==> src/design/chroma_mode_pkg.sv <==
// Purpose: Constants shared by the chroma gain, offset, bandwidth and mode/delay control bank.
// Assumes: Registers are reached by an 8-bit subaddress with byte-wide data from the serial bus.
// Notes: Field positions are given as low bit index only; widths are fixed where the fields are used.
package chroma_mode_pkg;
	localparam logic [7:0] CHROMA_GAIN_CTRL_ADDR = 8'h0F;
	localparam logic [7:0] CHROMA_OFFSET_BANDWIDTH_ADDR = 8'h10;
	localparam logic [7:0] MODE_DELAY_CTRL_ADDR = 8'h11;
	localparam logic [7:0] CHROMA_GAIN_CTRL_RESET = 8'h00;
	localparam logic [7:0] CHROMA_OFFSET_BANDWIDTH_RESET = 8'h00;
	localparam logic [7:0] MODE_DELAY_CTRL_RESET = 8'h00;
	localparam int GAIN_MANUAL_BIT = 7;
	localparam int GAIN_VALUE_LSB = 0;
	localparam int BLUE_OFFSET_LSB = 6;
	localparam int RED_OFFSET_LSB = 4;
	localparam int BAND_WIDE_BIT = 3;
	localparam int BAND_BALANCE_LSB = 0;
	localparam int COLOR_FORCE_BIT = 7;
	localparam int RT_OUT1_INV_BIT = 6;
	localparam int HSYNC_DELAY_LSB = 4;
	localparam int RT_OUT0_INV_BIT = 3;
	localparam int LUMA_DELAY_LSB = 0;
	// Gain in eighths: code 0 is 0.5, code 36 is 1.125, code 127 is 7.5.
	localparam logic [5:0] GAIN_MIN_EIGHTHS = 6'h04;
	localparam logic [7:0] GAIN_NOM_CODE = 8'h24;
	localparam logic [5:0] GAIN_NOM_EIGHTHS = 6'h09;
	localparam logic [5:0] GAIN_MAX_EIGHTHS = 6'h3C;
	localparam int LLC_PER_STEP = 2;
endpackage

==> src/design/chroma_mode_delay_control_regs.sv <==
// Purpose: Three byte registers steering chroma gain, offsets, bandwidth, polarity and delays.
// Assumes: The serial bus front end supplies one-cycle write and read strobes with a subaddress.
// Notes: The host alone decides when manual gain is needed, such as for SECAM sources.
`timescale 1ns/1ps
module chroma_mode_delay_control_regs (
	input wire logic clk_sys,
	input wire logic sys_rst,
	input wire logic wr_en,
	input wire logic rd_en,
	input wire logic [7:0] sub_addr,
	input wire logic [7:0] wr_data,
	output logic [7:0] rd_data,
	output logic rd_valid,
	output logic rd_hit,
	input wire logic [6:0] auto_gain_value,
	input wire logic color_detected,
	input wire logic hsync_in,
	input wire logic realtime_src_a,
	input wire logic realtime_src_b,
	output logic chroma_gain_manual_sel,
	output logic [6:0] chroma_gain_value,
	output logic [5:0] chroma_gain_eighths,
	output logic [1:0] blue_diff_fine_offset,
	output logic [1:0] red_diff_fine_offset,
	output logic [1:0] blue_offset_quarters,
	output logic [1:0] red_offset_quarters,
	output logic chroma_band_wide,
	output logic [2:0] luma_chroma_band_balance,
	output logic color_enable,
	output logic horiz_sync_out,
	output logic realtime_out_a,
	output logic realtime_out_b,
	output logic signed [3:0] luma_delay_llc2,
	output logic signed [4:0] luma_delay_llc
);
	import chroma_mode_pkg::*;

	typedef struct packed {
		logic [7:0] gain_reg;
		logic [7:0] offbw_reg;
		logic [7:0] mode_reg;
		logic [7:0] rd_data;
		logic rd_valid;
		logic rd_hit;
		logic [6:0] gain_code;
		logic [5:0] gain_eighths;
		logic [1:0] hs_sync1;
		logic [1:0] hs_sync2;
		logic [6:0] hs_pipe;
		logic hs_out;
		logic rta;
		logic rtb;
		logic col_sync1;
		logic col_sync2;
		logic color_en;
	} state_t;

	state_t st_reg;
	state_t st_next;
	logic [5:0] mapped_gain;
	logic [7:0] hs_taps;

	// Signed 3-bit step count sign-extended to four bits.
	function automatic logic signed [3:0] sext3(input logic [2:0] v);
		sext3 = signed'({v[2], v});
	endfunction

	chroma_gain_map u_gain_map (
		.code(st_next.gain_code),
		.gain_eighths(mapped_gain)
	);

	always_comb begin
		st_next = st_reg;
		st_next.rd_valid = 1'b0;
		// Writes replace a whole register; apart from reset, no other event touches it.
		if (wr_en) begin
			case (sub_addr)
				CHROMA_GAIN_CTRL_ADDR: st_next.gain_reg = wr_data;
				CHROMA_OFFSET_BANDWIDTH_ADDR: st_next.offbw_reg = wr_data;
				MODE_DELAY_CTRL_ADDR: st_next.mode_reg = wr_data;
				default: st_next.gain_reg = st_reg.gain_reg;
			endcase
		end
		if (rd_en) begin
			st_next.rd_valid = 1'b1;
			st_next.rd_hit = 1'b1;
			case (sub_addr)
				CHROMA_GAIN_CTRL_ADDR: st_next.rd_data = st_reg.gain_reg;
				CHROMA_OFFSET_BANDWIDTH_ADDR: st_next.rd_data = st_reg.offbw_reg;
				MODE_DELAY_CTRL_ADDR: st_next.rd_data = st_reg.mode_reg;
				default: begin
					st_next.rd_data = 8'h00;
					st_next.rd_hit = 1'b0;
				end
			endcase
		end
		// Automatic gain follows the regulator; manual gain takes the code.
		if (st_reg.gain_reg[GAIN_MANUAL_BIT]) begin
			st_next.gain_code = st_reg.gain_reg[GAIN_VALUE_LSB +: 7];
		end else begin
			st_next.gain_code = auto_gain_value;
		end
		st_next.gain_eighths = mapped_gain;
		// Colour killer state crosses in from the detector domain.
		st_next.col_sync1 = color_detected;
		st_next.col_sync2 = st_reg.col_sync1;
		st_next.color_en = st_reg.mode_reg[COLOR_FORCE_BIT] | st_reg.col_sync2;
		// Sync passes two flops, then a delay line tapped every two clocks.
		st_next.hs_sync1 = {st_reg.hs_sync1[0], hsync_in};
		st_next.hs_sync2 = {st_reg.hs_sync2[0], realtime_src_a};
		st_next.hs_pipe = {st_reg.hs_pipe[5:0], st_reg.hs_sync1[1]};
		st_next.hs_out = hs_taps[LLC_PER_STEP * st_reg.mode_reg[HSYNC_DELAY_LSB +: 2]];
		st_next.rta = st_reg.hs_sync2[1] ^ st_reg.mode_reg[RT_OUT0_INV_BIT];
		st_next.rtb = realtime_src_b ^ st_reg.mode_reg[RT_OUT1_INV_BIT];
	end

	assign hs_taps = {st_reg.hs_pipe, st_reg.hs_sync1[1]};

	always_ff @(posedge clk_sys) begin
		if (sys_rst) begin
			st_reg <= '0;
			st_reg.gain_reg <= CHROMA_GAIN_CTRL_RESET;
			st_reg.offbw_reg <= CHROMA_OFFSET_BANDWIDTH_RESET;
			st_reg.mode_reg <= MODE_DELAY_CTRL_RESET;
		end else begin
			st_reg <= st_next;
		end
	end

	// The second real-time source is expected on this clock already; it is not resynchronised.
	assign rd_data = st_reg.rd_data;
	assign rd_valid = st_reg.rd_valid;
	assign rd_hit = st_reg.rd_hit;
	assign chroma_gain_manual_sel = st_reg.gain_reg[GAIN_MANUAL_BIT];
	assign chroma_gain_value = st_reg.gain_code;
	assign chroma_gain_eighths = st_reg.gain_eighths;
	assign blue_diff_fine_offset = st_reg.offbw_reg[BLUE_OFFSET_LSB +: 2];
	assign red_diff_fine_offset = st_reg.offbw_reg[RED_OFFSET_LSB +: 2];
	assign blue_offset_quarters = st_reg.offbw_reg[BLUE_OFFSET_LSB +: 2];
	assign red_offset_quarters = st_reg.offbw_reg[RED_OFFSET_LSB +: 2];
	assign chroma_band_wide = st_reg.offbw_reg[BAND_WIDE_BIT];
	assign luma_chroma_band_balance = st_reg.offbw_reg[BAND_BALANCE_LSB +: 3];
	assign color_enable = st_reg.color_en;
	assign horiz_sync_out = st_reg.hs_out;
	assign realtime_out_a = st_reg.rta;
	assign realtime_out_b = st_reg.rtb;
	assign luma_delay_llc2 = sext3(st_reg.mode_reg[LUMA_DELAY_LSB +: 3]);
	assign luma_delay_llc = 5'(sext3(st_reg.mode_reg[LUMA_DELAY_LSB +: 3])) <<< 1;
endmodule // chroma_mode_delay_control_regs

==> src/design/chroma_gain_map.sv <==
// Purpose: Maps the 7-bit chroma gain code to a gain in eighths.
// Assumes: Piecewise-linear between the three documented points.
// Notes: Purely combinational; registered by the caller.
`timescale 1ns/1ps
module chroma_gain_map (
	input wire logic [6:0] code,
	output logic [5:0] gain_eighths
);
	import chroma_mode_pkg::*;
	logic [15:0] span;
	always_comb begin
		span = 16'h0000;
		if ({1'b0, code} <= GAIN_NOM_CODE) begin
			// Lower segment: 0.5 to 1.125 over codes 0 to 36.
			span = 16'({9'h000, code} * 16'(GAIN_NOM_EIGHTHS - GAIN_MIN_EIGHTHS)) / 16'(GAIN_NOM_CODE);
			gain_eighths = 6'(16'(GAIN_MIN_EIGHTHS) + span);
		end else begin
			// Upper segment: 1.125 to 7.5 over codes 36 to 127.
			span = 16'(16'({9'h000, code} - 16'(GAIN_NOM_CODE))
				* 16'(GAIN_MAX_EIGHTHS - GAIN_NOM_EIGHTHS)) / 16'(8'h7F - GAIN_NOM_CODE);
			gain_eighths = 6'(16'(GAIN_NOM_EIGHTHS) + span);
		end
	end
endmodule // chroma_gain_map

==> config.mk <==
export PLATFORM = sky130hd
export DESIGN_NAME = chroma_mode_delay_control_regs
export DESIGN_NICKNAME = d
export VERILOG_FILES = /design/src/design/chroma_mode_pkg.sv /design/src/design/chroma_mode_delay_control_regs.sv /design/src/design/chroma_gain_map.sv
export SDC_FILE = /design/constraint.sdc
export NUM_CORES = 1
export LEC_CHECK = 0
export ABC_AREA = 1
export BUFFER_PORTS_ARGS = -buffer_cell sky130_fd_sc_hd__buf_2
export CAP_MARGIN = 20
export CORE_MARGIN = 1.5
export CORE_UTILIZATION = 45
export CTS_CLUSTER_SIZE = 8
export DETAILED_ROUTE_END_ITERATION = 10
export SYNTH_ARGS = -nofsm -noshare
export SYNTH_HDL_FRONTEND = slang
export SYNTH_SLANG_ARGS = --single-unit
==> constraint.sdc <==
create_clock -name clk_sys -period 18.9 [get_ports clk_sys]
set_input_delay 4.725 -clock clk_sys [delete_from_list [all_inputs] [get_ports clk_sys]]
set_output_delay 4.725 -clock clk_sys [all_outputs]
set_load 0.01 [all_outputs]
### After elaboration in Yosys (flattened, before gate mapping)

Index checks and enable logic that the tools add are counted.

| word-level totals | value |
|---|---|
| register bits after elaboration | 63 |
| input bits | 31 |
| output and inout bits | 49 |
| logic and storage cells | 43 |

| cells by class | value |
|---|---|
| $add $sub $neg | 3 |
| $mul | 2 |
| div/mod/pow operators | 2 |
| magnitude comparators | 2 |
| equality and inequality tests | 3 |
| muxes and demuxes | 7 |
| bitwise operators | 3 |
| reductions and logical operators | 4 |

Operators with widths:

| operator | count |
|---|---|
| case mux 8 bit (3 select lines) | 1 |
| divider 10 x 6 -> 16 bit, second input constant | 1 |
| divider 16 x 7 -> 16 bit, second input constant | 1 |
| == test 8 x 5 -> 1 bit, second input constant | 2 |
| multiplier 16 x 6 -> 16 bit, second input constant | 1 |
| multiplier 7 x 3 -> 10 bit, second input constant | 1 |
| == test 8 x 4 -> 1 bit, second input constant | 1 |
| subtractor 7 x 6 -> 8 bit, second input constant | 1 |
| <= comparator 7 x 6 -> 1 bit, second input constant | 1 |
| two-way mux 7 bit | 1 |
| adder 3 x 6 -> 6 bit, first input constant | 1 |
| adder 4 x 6 -> 6 bit, first input constant | 1 |
| two-way mux 6 bit | 1 |
| AND reduction 2 bit | 3 |
| < comparator 3 x 4 -> 1 bit, second input constant | 1 |
| OR reduction 3 bit | 1 |
| binary-select mux 1 bit (select 2 bit) | 1 |
| two-way mux 1 bit | 2 |
| two-way mux 2 bit | 1 |
| XOR 1 bit | 2 |
| OR 1 bit | 1 |

### Depth between registers and ports, before layout

| logic depth | value |
|---|---|
| depth after elaboration | 6 |
| mapped depth | 84 |
| mapped depth without buffers | 83 |

### By module

A second synthesis with hierarchy kept.

| second synthesis, totals | value |
|---|---|
| cells, all modules | 1084 |
| area, all modules | 6991.7 um^2 |

By module, submodules not included:

| module | times used | cells each | area each (um^2) | sequential area each (um^2) |
|---|---|---|---|---|
| chroma_gain_map | 1 | 728 | 4166.5 | 0.0 |
| chroma_mode_delay_control_regs | 1 | 356 | 2825.2 | 1261.2 |

### Worst setup path before layout

No wires, ideal clock.

| path | value |
|---|---|
| path kind | input port to flip-flop |
| start point | input port auto_gain_value[2] |
| end point | register st_reg, in the netlist chroma_gain_eighths[1] |
| library setup time | 114 ps |
| arrival | 13243 ps |
| data required time | 18786 ps |
| setup slack | 5543 ps |
| stages on the path | 77 |
| cell sequence | inv_1 > nand2_1 > nand2_2 > ha_1 > nand2_1 > nand2_1 > nand2_1 > inv_1 > nor2_1 > inv_1 > ha_1 > inv_1 > fa_1 > fa_1 > inv_1 > ha_1 > nand2_1 > nand2_1 > (+41 left out) > nand3_4 > nand2_8 > nand2_1 > nand2_1 > inv_1 > ha_1 > inv_1 > a21oi_1 > nand2_1 > nand2_1 > nor2_2 > nor2_1 > a21oi_2 > nand2_2 > ha_1 > o21ai_0 > o21bai_1 > inv_1 |

| on the way | value |
|---|---|
| longest elaborated chain between the ends | 6 |
| elaborated cells on any way between the ends | 10 |

RTL lines:

| element | RTL line | source |
|---|---|---|
| from (decl) | chroma_mode_delay_control_regs.sv:15 | `input wire logic [6:0] auto_gain_value,` |
| two-way mux 7 bit (*) | chroma_mode_delay_control_regs.sv:99 | `if (st_reg.gain_reg[GAIN_MANUAL_BIT]) begin` |
| subtractor 7 x 6 -> 8 bit | chroma_gain_map.sv:19 | `span = 16'(16'({9'h000, code} - 16'(GAIN_NOM_CODE))` |
| multiplier 16 x 6 -> 16 bit | chroma_gain_map.sv:20 | `* 16'(GAIN_MAX_EIGHTHS - GAIN_NOM_EIGHTHS)) / 16'(8'h7F - GAIN_NOM_CODE);` |
| divider 16 x 7 -> 16 bit | chroma_gain_map.sv:20 |  |
| adder 4 x 6 -> 6 bit | chroma_gain_map.sv:21 | `gain_eighths = 6'(16'(GAIN_NOM_EIGHTHS) + span);` |
| two-way mux 6 bit (*) | chroma_gain_map.sv:13 | `if ({1'b0, code} <= GAIN_NOM_CODE) begin` |
| to (signal assigned) | chroma_mode_delay_control_regs.sv:127 | `st_reg <= st_next;` |
| to (decl) | chroma_mode_delay_control_regs.sv:58 | `state_t st_reg;` |

Mark *: on every way between the ends. The rest lies on a longest branch, timed or not.
A chain may end at the register's enable or synchronous reset.

### Final worst setup path

Same ends and word-level chain as after synthesis.

==> results.toml <==
[floorplanning]
core-area_sq_um = 14640
die_h_um = 126.1
initial_core_util = 0.4659
core.rowCount = 44
die_area_sq_um = 15910
die_x_um = 126.1
pin_count = 80

[clocking]
clk_pin_slew_ps = 50
cts_root_buf = "clkbuf_16"
cts_tree = "done"
clock-sinks = 63
cts_made_buffers = 9
holdBufCountCts = 0
cts_max_level = 3
clk_path_buf_depth = 2
clock_latency_ps = 340
cts_resized = 0
postCtsSetupBuffers = 0

[logic_synthesis]
async_flop_share = 0
ys_ff_latch = 63
synth_top_area_cell = "dfxtp_1"
synth-edff-count = 0
yosysMostFrequentCell = "nand2_1"
synth-main-ff-cell = "dfxtp_1"
yosysSeqAreaShare = 0.1849
synth_area_leaders = "dfxtp_1 (18%), nand2_1 (14%), inv_1 (7.6%)"
yosysWarnings = 0
syn_inst = 1051
avgSynthCellArea_sq_um = 6.492
synth_cell_type_count = 52
ys_top_cells_by_count = "nand2_1 (263), inv_1 (139), nand3_1 (95)"
synth_nets = 1134
synth.top_cell.area_share = 0.1849
syn_area_sq_um = 6823

[critical_path]
cpMaxStageDelayCell = "fa_1"
start_kind = "input port"
max_stage_delay_ps = 540
endpoint_kind = "flip-flop"
arrival_ps = 14600
path_max_fanout = 14
required_ps = 19120
crit_top_cell = "nand2_1"
critical_path_class = "input port to flip-flop"

[sta]
fmax_mhz = 69.56
rsz0062_at_grt = "false"
slew_violations = 0
worstMarginPinSlew_ps = 752.1
fin_crit_sh = 0.7606
finalSetupViolCount = 0
fin_skew_ps = 10.68
relSlewSlack = 0.4943
period_minus_slack_ps = 14380
hold_viol_final = 0
setup_tns_ps = 0

[flow_run]
cap_violations = 0

[finish]
antennaDiodeCount = 0
largest_register_ffs = 14
areaGrowthSynthToFinish_pct = 7.849
nets = 1170
drive_above_1_share = 0.2143

[global_routing]
grt_pass1_wl_um = 25360
overflow = 0
busiest_layer = "met2"
grt_usage = 0.1906
grt_use_met2 = 0.3180
antenna_found_initial = 0
use_met1 = 0.2661
met3_usage = 0.03144
grt_pass1_vias = 5563
grt_max_degree = 38

[drt]
drc = 0
wl_per_cell_um = 11.75
drt_iter0_markers = 268
ant_nets = 0
via_count = 6175
via_per_inst = 4.839
wirelength_um = 15000
dr.pass1.iters = 7

[placement]
port_buffers = 78
dpl.hpwl_um = 12300
finalWeightedCongestion = 0.8504

[min_path]
hp-class = "flip-flop to flip-flop"

[outcome]
status = "finished clean"
layer usage:
layer / vias to the layer above / share of wire / wire length [um]
met5: - / 0 / 0
met4: 0 / 0.0062 / 93
met3: 9 / 0.029 / 438
met2: 92 / 0.45 / 6773
met1: 2715 / 0.51 / 7692
li1: 3359 / - / -
worst max-delay path, delay by kind of cell:
family,cells,cell delay (ps)
compound gates,5,560
buf+inv,11,720
simple gates,55,6150
fa+ha+maj,7,2420
final cells by class:
type	instances	area, sq um
fillers	1521	7286
repair buffers	78	390.4
inverters	163	611.8
multi-input cells	772	4567
clock inverters	7	72.57
clock buffers	9	225.2
well taps	184	230.2
flip-flops and latches	63	1261
cell families after synthesis:
logic type               synth area share
AND/OR/NAND/NOR                    0.4115
other                           0.0005496
buffers and inverters              0.1458
adder cells (fa/ha/maj)            0.1086
AO/OA/AOI/OAI                      0.1104
XOR/XNOR                          0.03833
flip-flops                         0.1849
final timing paths:
check,startpoint,end,slack [ps],cells after the start
worst max-delay path,auto_gain_value[2],chroma_gain_eighths[1]$_SDFF_PP0_,4520,78
worst min-delay path,st_next[14]$_SDFF_PP0_,st_reg[14]$_SDFF_PP0_,400,2
worst max register to register,chroma_gain_manual_sel$_SDFFE_PP0P_,chroma_gain_eighths[1]$_SDFF_PP0_,8310,77
worst min register to register,st_next[14]$_SDFF_PP0_,st_reg[14]$_SDFF_PP0_,400,2
cells in the final DEF, fill, tap and decap left out, drive strengths merged, types with 2 or more instances in the layout:
cell type  count
buf           78
nand4         10
o21bai         3
o221ai         8
clkinvlp       2
a21oi         48
xor2          22
nand2        330
nor3           3
ha            40
a31oi          2
dfxtp         63
or2            3
nor2         105
o21ai         54
fa            12
nand3        111
clkbuf         9
inv          161
o21a           2
clkinv         6
xnor2          7
per-stage QoR:
step                area (sq um)    util  worst slack, ps  cells  hold slack, ps
global placement            7061  0.4821             4291   1260           389.4
detailed placement          7061  0.4821             4177   1260           394.8
finish                      7358  0.5025             4524   1276           401.3
floorplan                   6823       -             5543   1051           388.3
CTS                         7358  0.5025             4504   1276           402.3
global route                7358  0.5025             3497   1276           413.9
Power is left out: the tool's default activity adds up to more than one toggle a clock period on the data nets, which glitch-free logic cannot reach.
